## config.mk

```make
export PLATFORM = sky130hd
export DESIGN_NAME = twrb_top
export DESIGN_NICKNAME = d
export VERILOG_FILES = /design/src/inc/twrb_pkg.sv /design/src/hw/twrb_top.sv /design/src/hw/twrb_hold.sv
export VERILOG_INCLUDE_DIRS = /design/src /design/src/inc
export SDC_FILE = /design/constraint.sdc
export NUM_CORES = 1
export LEC_CHECK = 0
export CAP_MARGIN = 0
export CORE_ASPECT_RATIO = 0.5
export CORE_MARGIN = 3
export CORE_UTILIZATION = 27
export DETAILED_ROUTE_END_ITERATION = 12
export DONT_BUFFER_PORTS = 1
export PLACE_DENSITY_LB_ADDON = 0.1
export SYNTH_ARGS = -nofsm -noshare
export SYNTH_HDL_FRONTEND = slang
export SYNTH_SLANG_ARGS = --single-unit
```

## constraint.sdc

```tcl
create_clock -name mclk_in -period 5.5 [get_ports mclk_in]
set_input_delay 0.275 -clock mclk_in [delete_from_list [all_inputs] [get_ports mclk_in]]
set_output_delay 0.275 -clock mclk_in [all_outputs]
set_load 0.05 [all_outputs]
```

## src/inc/twrb_defines.svh

```systemverilog
`ifndef TWRB_DEFINES_SVH
`define TWRB_DEFINES_SVH

// byte select codes seen on the cpu side; bit 0 picks the upper byte
`define TWRB_SEL_T2_CAP_LO   4'h0
`define TWRB_SEL_T2_CAP_HI   4'h1
`define TWRB_SEL_T2_CMP_LO   4'h2
`define TWRB_SEL_T2_CMP_HI   4'h3
`define TWRB_SEL_T3_CAP_LO   4'h4
`define TWRB_SEL_T3_CAP_HI   4'h5
`define TWRB_SEL_T3_CMPA_LO  4'h6
`define TWRB_SEL_T3_CMPA_HI  4'h7
`define TWRB_SEL_T3_CMPB_LO  4'h8
`define TWRB_SEL_T3_CMPB_HI  4'h9
`define TWRB_SEL_LAST        4'h9

// field positions inside a select code and inside a wide word
`define TWRB_SEL_HI_BIT      0
`define TWRB_BYTE_LO_MSB     7
`define TWRB_BYTE_HI_LSB     8

// reset values
`define TWRB_HOLD_RST        8'h00
`define TWRB_WORD_RST        16'h0000
`define TWRB_RDATA_RST       8'h00

`endif

```

## src/inc/twrb_pkg.sv

```systemverilog
package twrb_pkg;

  // which timer owns a wide register
  typedef enum logic [0:0] {
    TWRB_TMR_SECOND = 1'b0,
    TWRB_TMR_THIRD  = 1'b1
  } twrb_timer_t;

  // one byte access from the cpu data bus
  typedef struct packed {
    logic [3:0] sel;
    logic       wr;
    logic       rd;
    logic [7:0] wdata;
  } twrb_cpu_req_t;

  // live capture words coming from the timers
  typedef struct packed {
    logic [15:0] second_timer_capture_word;
    logic [15:0] third_timer_capture_word;
  } twrb_capture_t;

  // compare words held here and driven to the timers
  typedef struct packed {
    logic [15:0] second_timer_compare_word;
    logic [15:0] third_timer_compare_word_a;
    logic [15:0] third_timer_compare_word_b;
  } twrb_compare_t;

  // one-cycle strobes telling a timer its compare word changed
  typedef struct packed {
    logic second_cmp;
    logic third_cmp_a;
    logic third_cmp_b;
  } twrb_cmp_load_t;

endpackage : twrb_pkg

```

## src/hw/twrb_top.sv

```systemverilog
`timescale 1ns/100ps
`include "twrb_defines.svh"

// Function
// - each 16-bit capture or compare word is reached as two byte transfers.
// - every 16-bit timer owns exactly one 8-bit upper-byte holding register.
// - one holding register serves all wide words of a timer; interleaving corrupts.
// - low-byte write to a compare word loads held upper byte and written low byte together.
// - low-byte read captures the word's upper byte into the holding register.
// - covers second timer capture/compare and third timer capture/two compares.
module twrb_top (
  input  wire logic                    mclk_in,
  input  wire logic                    reset_in,
  input  wire twrb_pkg::twrb_cpu_req_t cpu_req_in,
  input  wire twrb_pkg::twrb_capture_t capture_in,
  output logic                   [7:0] cpu_rdata_out,
  output logic                         cpu_rvalid_out,
  output twrb_pkg::twrb_compare_t      compare_out,
  output twrb_pkg::twrb_cmp_load_t     cmp_load_out
);

  // all state of the block apart from the two holding registers
  typedef struct packed {
    twrb_pkg::twrb_compare_t  cmp;
    twrb_pkg::twrb_cmp_load_t cmp_load;
    logic [7:0]               rdata;
    logic                     rvalid;
  } twrb_state_t;

  twrb_state_t st_q;
  twrb_state_t st_d;

  // holding register interface per timer
  logic [7:0] hold2;
  logic [7:0] hold3;
  logic       hold2_load;
  logic       hold3_load;
  logic [7:0] hold2_data;
  logic [7:0] hold3_data;

  // decoded access
  logic       acc_valid;
  logic       acc_wr;
  logic       acc_rd;
  logic       acc_hi;
  logic [7:0] acc_hold;
  logic [15:0] acc_word;
  twrb_pkg::twrb_timer_t acc_tmr;

  // select code in the mapped range
  function automatic logic sel_mapped(input logic [3:0] sel);
    sel_mapped = (sel <= `TWRB_SEL_LAST);
  endfunction : sel_mapped

  // owning timer of a select code
  function automatic twrb_pkg::twrb_timer_t sel_timer(input logic [3:0] sel);
    if (sel < `TWRB_SEL_T3_CAP_LO) begin
      sel_timer = twrb_pkg::TWRB_TMR_SECOND;
    end else begin
      sel_timer = twrb_pkg::TWRB_TMR_THIRD;
    end
  endfunction : sel_timer

  // low byte of a wide word
  function automatic logic [7:0] lo_byte(input logic [15:0] w);
    lo_byte = w[`TWRB_BYTE_LO_MSB:0];
  endfunction : lo_byte

  // high byte of a wide word
  function automatic logic [7:0] hi_byte(input logic [15:0] w);
    hi_byte = w[15:`TWRB_BYTE_HI_LSB];
  endfunction : hi_byte

  // wide word from the held upper byte and a written lower byte
  function automatic logic [15:0] join_word(input logic [7:0] hi, input logic [7:0] lo);
    join_word = {hi, lo};
  endfunction : join_word

  // true when a select code belongs to the second timer's holding register
  function automatic logic owned_by_second(input twrb_pkg::twrb_timer_t t);
    owned_by_second = (t == twrb_pkg::TWRB_TMR_SECOND);
  endfunction : owned_by_second

  // decode of the bus request; a write in the same cycle as a read wins
  // the losing read gets no answer, so no data comes from a cycle that also carried a write
  always_comb begin
    acc_valid = sel_mapped(cpu_req_in.sel);
    acc_wr    = acc_valid & cpu_req_in.wr;
    acc_rd    = acc_valid & cpu_req_in.rd & ~cpu_req_in.wr;
    acc_hi    = cpu_req_in.sel[`TWRB_SEL_HI_BIT];
    acc_tmr   = sel_timer(cpu_req_in.sel);
  end

  // holding register of the addressed timer, shared by all its words
  // every word of a timer lands on this one byte, so an upper-byte write or lower-byte read
  // of another word between the two halves of a pair corrupts that pair
  always_comb begin
    if (owned_by_second(acc_tmr)) begin
      acc_hold = hold2;
    end else begin
      acc_hold = hold3;
    end
  end

  // current 16-bit value of the addressed word
  always_comb begin
    unique case (cpu_req_in.sel[3:1])
      3'h0:    acc_word = capture_in.second_timer_capture_word;
      3'h1:    acc_word = st_q.cmp.second_timer_compare_word;
      3'h2:    acc_word = capture_in.third_timer_capture_word;
      3'h3:    acc_word = st_q.cmp.third_timer_compare_word_a;
      3'h4:    acc_word = st_q.cmp.third_timer_compare_word_b;
      default: acc_word = `TWRB_WORD_RST;  // unmapped codes 0xa..0xf
    endcase
  end

  // holding register loads: upper-byte write or lower-byte read
  always_comb begin
    hold2_load = 1'b0;
    hold3_load = 1'b0;
    hold2_data = cpu_req_in.wdata;
    hold3_data = cpu_req_in.wdata;
    // an upper-byte write to a capture code still loads the byte, so every
    // word of a timer treats the shared byte the same way
    if (acc_wr && acc_hi) begin
      // only the holding register moves; target word untouched
      hold2_load = owned_by_second(acc_tmr);
      hold3_load = !owned_by_second(acc_tmr);
    end else if (acc_rd && !acc_hi) begin
      // snapshot upper byte so a later upper-byte read is coherent, even if
      // the capture word moves between the two reads
      hold2_load = owned_by_second(acc_tmr);
      hold3_load = !owned_by_second(acc_tmr);
      hold2_data = hi_byte(acc_word);
      hold3_data = hi_byte(acc_word);
    end
  end

  // one holding register per timer
  // limitation: nothing here stops an interrupt routine reusing the byte
  // between the two halves of an access; software keeps the pair atomic
  twrb_hold u_hold2 (
    .mclk_in      (mclk_in),
    .reset_in     (reset_in),
    .load_in      (hold2_load),
    .load_data_in (hold2_data),
    .hold_out     (hold2)
  );

  twrb_hold u_hold3 (
    .mclk_in      (mclk_in),
    .reset_in     (reset_in),
    .load_in      (hold3_load),
    .load_data_in (hold3_data),
    .hold_out     (hold3)
  );

  // next state: compare words, load strobes and read data
  always_comb begin
    st_d          = st_q;
    st_d.cmp_load = '0;
    st_d.rvalid   = 1'b0;
    // low-byte write commits the whole word in one edge; the held byte is
    // not consumed, so several low-byte writes may reuse it
    if (acc_wr && !acc_hi) begin
      unique case (cpu_req_in.sel)
        `TWRB_SEL_T2_CMP_LO: begin
          st_d.cmp.second_timer_compare_word = join_word(acc_hold, cpu_req_in.wdata);
          st_d.cmp_load.second_cmp           = 1'b1;
        end
        `TWRB_SEL_T3_CMPA_LO: begin
          st_d.cmp.third_timer_compare_word_a = join_word(acc_hold, cpu_req_in.wdata);
          st_d.cmp_load.third_cmp_a           = 1'b1;
        end
        `TWRB_SEL_T3_CMPB_LO: begin
          st_d.cmp.third_timer_compare_word_b = join_word(acc_hold, cpu_req_in.wdata);
          st_d.cmp_load.third_cmp_b           = 1'b1;
        end
        // capture words belong to the timer; a write here is dropped
        default: begin
          st_d.cmp = st_q.cmp;
        end
      endcase
    end
    // read answer, registered one cycle after the strobe
    // registering costs a cycle of latency but keeps the data output glitch free
    if (cpu_req_in.rd && !cpu_req_in.wr) begin
      st_d.rvalid = 1'b1;
      if (!acc_valid) begin
        st_d.rdata = `TWRB_RDATA_RST;  // unmapped code reads zero
      end else if (acc_hi) begin
        st_d.rdata = acc_hold;
      end else begin
        st_d.rdata = lo_byte(acc_word);
      end
    end
  end

  // state flops
  // holding registers reset in their own module; the compare words restart from zero
  always_ff @(posedge mclk_in or posedge reset_in) begin
    if (reset_in) begin
      st_q.cmp.second_timer_compare_word  <= `TWRB_WORD_RST;
      st_q.cmp.third_timer_compare_word_a <= `TWRB_WORD_RST;
      st_q.cmp.third_timer_compare_word_b <= `TWRB_WORD_RST;
      st_q.cmp_load                       <= '0;
      st_q.rdata                          <= `TWRB_RDATA_RST;
      st_q.rvalid                         <= 1'b0;
    end else begin
      st_q <= st_d;
    end
  end

  // outputs straight from flops
  assign cpu_rdata_out  = st_q.rdata;
  assign cpu_rvalid_out = st_q.rvalid;
  assign compare_out    = st_q.cmp;
  assign cmp_load_out   = st_q.cmp_load;

endmodule : twrb_top

```

## src/hw/twrb_hold.sv

```systemverilog
`timescale 1ns/100ps
`include "twrb_defines.svh"

// one upper-byte holding register of a timer
module twrb_hold (
  input  wire logic       mclk_in,
  input  wire logic       reset_in,
  input  wire logic       load_in,
  input  wire logic [7:0] load_data_in,
  output logic      [7:0] hold_out
);

  typedef struct packed {
    logic [7:0] hold;
  } twrb_hold_state_t;

  twrb_hold_state_t st_q;
  twrb_hold_state_t st_d;

  // last writer wins; no protection against interleaved accesses
  always_comb begin
    st_d = st_q;
    if (load_in) begin
      st_d.hold = load_data_in;
    end
  end

  // holding register flop
  always_ff @(posedge mclk_in or posedge reset_in) begin
    if (reset_in) begin
      st_q.hold <= `TWRB_HOLD_RST;
    end else begin
      st_q <= st_d;
    end
  end

  assign hold_out = st_q.hold;

endmodule : twrb_hold

```

==> impl_results.md, run 1 <==
* Detail Route Antenna Nets at 0
* Fill cells at 1416
* Effective utilization at floorplan at 28.27%
* Crit-path max FO at 3
* Internal power at ~0.0013 W
* Post-synth top area cell: dfrtp_1
* Final setup viols at 0
* Clock Path Buffers at 2
* I/O pins at 108
* Final Hold Fails at 0
* Row cnt at 30
* Max-capacitance violation count at 0
* Relative slew slack at 26.67%
* Inserted Diodes at 0
* Die area at 16070 µm²
* Crit path time final at 1.847 ns
* Post-CTS setup buffer count at 0
* RSZ-0062 raised after global routing: no
* Syn Nets at 404
* Pwr/cell area at 485.5 nW/µm²
* Part of the power in the clock network at between 30% and 40%
* CTS Buf Count at 9
* Sw frac at 40.89%
* Pin count of the biggest net entering global routing at 77
* Register area share after synthesis at 48.56%
* Clk root buf: clkbuf_16
* Post_cts resized at 0
* Tcrit/Tclk final at 33.59%
* Pleak at 1.863 nW
* Netlist Area Pre-Place at just under 4000 µm²
* Setup tns final at 0 ns
* Gpl congestion at 0.7692
* First-pass GRT wire length at slightly below 20 mm
* Yosys cell types at 40
* CTS tree: yes
* Post-synthesis instance total at 356
* IO buf count at 0
* Routed length on met3 at around 940 µm
* Routed WL at 12.88 mm
* Initial DRC Count at 166
* Area contributors post-synth: dfrtp_1, nand2_1, mux2_2
* Via count at 2826
* Vias per cell at 5.204
* Die extent in y at 91.16 µm
* Yosys warns at 0
* Die width at 176.3 µm
* H-tree Lvls at 3
* Clock skew at a little over 0.009 ns
* Number of antenna violations at the first check in global routing at 0
* Critical path endpoint category: register
* CP Launch Type: register
* Clock-pin slew on the worst setup and hold paths at approximately 0.070 ns
* Worst VDD drop at roughly 0.15 mV
* DRC errors left at 0
* Crit path DAT at 2.06 ns
* Dpl hpwl at 9.323 mm
* Main synth FF type: dfrtp_1
* Final hold slack at around 0.080 ns
* Switch Pwr at 0.0008674 W
* Hold Crit Class: in2reg
* Wire length on met1 at approximately 6.3 mm
* CTS Hold Bufs at 0
* P&R area growth vs syn at 11.57%
* Kind of critical path: reg2reg
* Status: completed
* Layout cells sized above 1 at 18.52%
* GRT Total Usage at 16.56%
* Avg Cell Area, Syn at 11.00 µm²
* Clk Latency, worst-skew pair at about 0.34 ns
* Cell with the most instances after synthesis: dfrtp_1
* Flop pwr share at 54.0%
* Synth Register Bits at 76
* # nets final at 394
* Vias in the first global route at 2929
* Wire length per cell at 23.71 µm
* Final Max Slew Viols at 0
* Post-synth EDFFs at 0
* Core footprint at 13850 µm²
* Top layer in use: met4
* Drt pass-1 iters at 4
* Comb pwr share at 13.0%
* Grt total ovfl at 0
* FFs w/ async S/R, synth at 100.0%
* DR WL met2 at 5.530 mm
* Most frequent cells after synthesis: dfrtp_1, nand2_1, o31ai_1, mux2_2
* Max frequency at 0.5413 GHz
* Worst Path Required at 5.71 ns
* Least-Margin Pin Slew at 1.099 ns
* Yosys top cell area share at 48.56%
* CTS Sinks at between 70 and 80
## kinds of logic (layout without fill, tap and decap cells)
kind of cell	after synthesis	in the layout	synth area share [%]
mux	49	49	16.13
flops	76	76	48.56
compound gates	91	91	16.71
buf+inv	30	25	4.441
simple gates	110	110	14.15
## metrics by stage
stage	cell area, µm²	utilization (%)	cells	total power [W]	setup slack [ns]
after global routing	4369	31.54	543	0.002221	3.571
after detailed placement	4021	29.03	527	0.001442	3.307
final	4369	31.54	543	0.002121	3.653
after floorplan	3916	-	356	0.001340	3.287
after CTS	4369	31.54	543	0.002144	3.657
after global placement	4021	29.03	527	0.001432	3.384
## worst paths after layout
check | start | endpoint | slack (ns) | depth (start not counted)
min reg2reg | u_hold2.hold_out[3] | u_hold2.hold_out[3] | 0.51 | 2
max | compare_out[32] | cpu_rdata_out[0] | 3.65 | 4
max reg2reg | compare_out[32] | cpu_rdata_out[0] | 3.65 | 4
min | cpu_req_in[2] | compare_out[18] | 0.08 | 1
min in group asynchronous | reset_in | cmp_load_out[1] | 0.12 | 2
max in group asynchronous | reset_in | cpu_rdata_out[6] | 4.69 | 2
## cell usage in the layout, fill, tap and decap left out, types with 2 or more instances in the layout
master	instances
mux2i_1	17
a211oi_1	8
a221oi_1	7
mux2_4	3
o31ai_1	23
o21ai_0	19
inv_1	5
nor3b_4	2
inv_6	2
clkinvlp_4	2
nand2_1	64
dfrtp_1	76
clkbuf_16	9
clkinv_1	2
nand2b_1	9
o211a_1	7
bufinv_16	3
nor2b_1	2
nor2_1	19
a21oi_1	14
mux4_2	8
a31o_2	6
mux2_2	21
nor4bb_1	6
## critical path: stages (launching register included)
cell      delay, ns
dfrtp_1        0.58
mux4_2         0.57
nand2_1        0.16
o211ai_1       0.12
a32o_1         0.29
## cell type report
| cell class | instances | area [µm²] | area share (%) |
|---|---|---|---|
| Clock buffer | 9 | 225.2 | 5.155 |
| Tap cell | 192 | 240.2 | 5.498 |
| Multi-Input combinational cell | 250 | 1841 | 42.12 |
| Clock inverter | 7 | 122.6 | 2.806 |
| Sequential cell | 76 | 1902 | 43.53 |
| Inverter | 8 | 31.28 | 0.7159 |
| Timing Repair Buffer | 1 | 7.507 | 0.1718 |
## layer usage
metal | vias up | global-route usage [%]
met3 | 10 | 5.430
li1 | 1286 | -
met4 | 0 | 3.687
met1 | 1447 | 23.88
met5 | - | 0
met2 | 83 | 24.01
## power by group through the flow
stage,Clock (W),Sequential [W],Combinational [W]
after floorplan,0,0.00111,0.000231
after global placement,0,0.00116,0.000272
after detailed placement,0,0.00116,0.000280
after CTS,0.000713,0.00115,0.000281
after global routing,0.000743,0.00117,0.000312
final,0.000699,0.00115,0.000277
## sequential cells by signal, indices dropped and copies added, names as in the netlist
name              cells
cmp_load_out          3
u_hold3.hold_out      8
u_hold2.hold_out      8
cpu_rdata_out         8
compare_out          48
cpu_rvalid_out        1
(Power assumes the default switching activity.)
==> run 2: changes to the inputs <==
==> constraint.sdc (replaced) <==
create_clock -name mclk_in -period 1.6 [get_ports mclk_in]
set_input_delay 0.08 -clock mclk_in [delete_from_list [all_inputs] [get_ports mclk_in]]
set_output_delay 0.08 -clock mclk_in [all_outputs]
set_load 0.05 [all_outputs]
==> run 2 against run 1 <==
  * Maximum frequency increased by 26%
  * Combinational power increased to 10 times the previous value
  * Flip-flop and latch count unchanged
  * Clock skew decreased by 0.0026 ns
  * Via count increased by 12%
  * First-iteration DRC count increased by 40%
  * Die area unchanged
  * Critical path type unchanged
  * Largest cell class unchanged
==> impl_results.md, run 2 (synthesized netlist as in run 1, its figures left out) <==
* Status: completed (unchanged)
* Pin count of the biggest net entering global routing at 77 (unchanged)
* Kind of critical path: reg2reg (unchanged)
* Pwr Total at 0.007770 W (was 0.002121 W)
* RR Endpoint: u_hold3.hold_out[0] (was cpu_rdata_out[0])
* Commonest non-fill, non-tap cells in the layout: buf_4, dfrtp_1, nand2_1 (was dfrtp_1, nand2_1, o31ai_1)
* Post-CTS setup buffer count at 0 (unchanged)
* Final Max Slew Viols at 0 (unchanged)
* R2R setup slack at 0.13 ns (was 3.65 ns)
* Commonest non-fill, non-tap cell in the layout: buf_4 (was dfrtp_1)
* Layout cells sized above 1 at 33.11% (was 18.52%)
* Core footprint at 13850 µm² (unchanged)
* RSZ-0062 raised after global routing: no (unchanged)
* CTS Buf Count at 9 (unchanged)
* Placed Area at 4669 µm² (was 4021 µm²)
* Gpl congestion at 0.7526 (was 0.7692)
* Pleak at 2.328 nW (was 1.863 nW)
* Routed length on met3 at 1.279 mm (was 941 µm)
* Max-capacitance violation count at 0 (unchanged)
* Crit path time final at 1.472 ns (was 1.847 ns)
* Die extent in y at 91.16 µm (unchanged)
* H-tree Lvls at 3 (unchanged)
* Dpl hpwl at 9.648 mm (was 9.323 mm)
* Number of antenna violations at the first check in global routing at 0 (unchanged)
* Worst setup path endpoint: u_hold3.hold_out[0] (was cpu_rdata_out[0])
* Clock skew at 0.006761 ns (was 0.009349 ns)
* Worst VDD drop at 0.4586 mV (was 0.1507 mV)
* Vias per cell at 4.962 (was 5.204)
* Critical Path Source: compare_out[8] (was compare_out[32])
* P&R area growth vs syn at 30.73% (was 11.57%)
* Register-to-Register Path Depth at 5 (was 4)
* Tcrit/Tclk final at 91.98% (was 33.59%)
* Clock Path Buffers at 2 (unchanged)
* Hold depth at 2 (was 1)
* Top layer in use: met4 (unchanged)
* Wire length on met1 at 6.448 mm (was 6.254 mm)
* Post-Place Cells at 608 (was 527)
* Worst Path Required at 1.80 ns (was 5.71 ns)
* Max frequency at 0.6795 GHz (was 0.5413 GHz)
* Clock-pin slew on the worst setup and hold paths at 0.06 ns (was 0.07 ns)
* CTS tree: yes (unchanged)
* First-pass GRT wire length at 21.01 mm (was 19.73 mm)
* Via count at 3156 (was 2826)
* DRC errors left at 0 (unchanged)
* Relative slew slack at 62.50% (was 26.67%)
* Vias in the first global route at 3336 (was 2929)
* CP Launch Type: register (unchanged)
* Slowest CP cell: dfrtp_1 (unchanged)
* Setup tns final at 0 ns (unchanged)
* Family with the most delay on the worst path: compound AO/OA/AOI/OAI gates (was flip-flops)
* Initial DRC Count at 233 (was 166)
* Critical Path Stages at 5 (was 4)
* GRT Total Usage at 17.45% (was 16.56%)
* Final worst slack at 0.1283 ns (was 3.653 ns)
* Effective utilization at floorplan at 28.27% (unchanged)
* Row cnt at 30 (unchanged)
* # nets final at 487 (was 394)
* FF-to-FF Start: compare_out[8] (was compare_out[32])
* Die area at 16070 µm² (unchanged)
* CTS Sinks at 76 (unchanged)
* Detail Route Antenna Nets at 0 (unchanged)
* Final setup viols at 0 (unchanged)
* Pwr/cell area at 1518 nW/µm² (was 485.5 nW/µm²)
* Cell Count, Final, Fillers Out at 636 (was 543)
* Grt total ovfl at 0 (unchanged)
* I/O pins at 108 (unchanged)
* Least-Margin Pin Slew at 0.5605 ns (was 1.099 ns)
* Wire length per cell at 21.13 µm (was 23.71 µm)
* Dpl ws at 0.1306 ns (was 3.307 ns)
* Hold Crit Class: in2reg (unchanged)
* Critical path endpoint category: register (unchanged)
* Largest register FFs at 48 (unchanged)
* Die width at 176.3 µm (unchanged)
* Routed WL at 13.44 mm (was 12.88 mm)
* Clk Latency, worst-skew pair at 0.34 ns (about the same)
* Largest stage delay, worst path at 0.38 ns (was 0.58 ns)
* Drt pass-1 iters at 6 (was 4)
* Fill cells at 1394 (was 1416)
* Final Hold Fails at 0 (unchanged)
* Crit path DAT at 1.67 ns (was 2.06 ns)
* CP bufs+invs at 1 (was 0)
* Final Instance Area at 5120 µm² (was 4369 µm²)
* DR WL met2 at 5.620 mm (was 5.530 mm)
* Crit-path cells: nor4bb_1 > a31o_2 > a211oi_1 > buf_4 > o31ai_1 (was mux4_2 > nand2_1 > o211ai_1 > a32o_1)
* IO buf count at 0 (unchanged)
* Clk root buf: clkbuf_16 (unchanged)
* Crit-path max FO at 2 (was 3)
* Inserted Diodes at 0 (unchanged)
[run 2: changes by cell type in the layout (fill, tap and decap cells not counted)]
cell	delta
buf_12	+3
bufinv_16	-1
inv_6	-1
dlygate4sd3_1	+12
a211oi_2	+1
buf_4	+78
a211oi_1	-1
clkbuf_8	+1
clkinv_2	+1
[run 2: through the flow]
stage	util, %	hold slack (ns)
global placement	33.71	0.09586
detailed placement	33.71	0.1059
floorplan	-	0.2285
finish	36.96	0.02558
CTS	36.93	0.02140
global route	36.96	0.04778
[run 2: worst min path at each step]
stage,startpoint,endpoint
global placement,reset_in,cmp_load_out[0]
finish,cpu_req_in[1],u_hold2.hold_out[1]
floorplan,cpu_req_in[0],compare_out[0]
CTS,cpu_req_in[1],u_hold2.hold_out[1]
global route,cpu_req_in[1],u_hold2.hold_out[1]
detailed placement,reset_in,cmp_load_out[0]
[run 2: layout make-up]
class / instances / area [µm²] / share of cell area [%]
clock inverters: 6 / 86.33 / 1.686
clock buffers: 10 / 239.0 / 4.668
inverters: 8 / 33.78 / 0.6598
well taps: 192 / 240.2 / 4.692
flip-flops and latches: 76 / 1902 / 37.15
repair buffers: 94 / 773.2 / 15.10
multi-input cells: 250 / 1846 / 36.05
[run 2: what timing repair did]
action | in CTS | in global routing
hold buffers | 12 | 0
setup endpoints to repair | 0 | 2
gates resized for setup | 0 | 1
hold endpoints to repair | 113 | 0
[run 2: layer usage]
layer | up-vias | GRT usage, %
met1 | 1563 | 25.09
met2 | 103 | 24.59
li1 | 1481 | -
met5 | - | 0
met4 | 0 | 3.094
met3 | 9 | 7.226
[run 2: power by group]
group | internal (W) | switching [W]
logic | 0.000971 | 0.00193
registers | 0.00234 | 0.000290
clock network | 0.00141 | 0.000830
total | 0.00472 | 0.00305
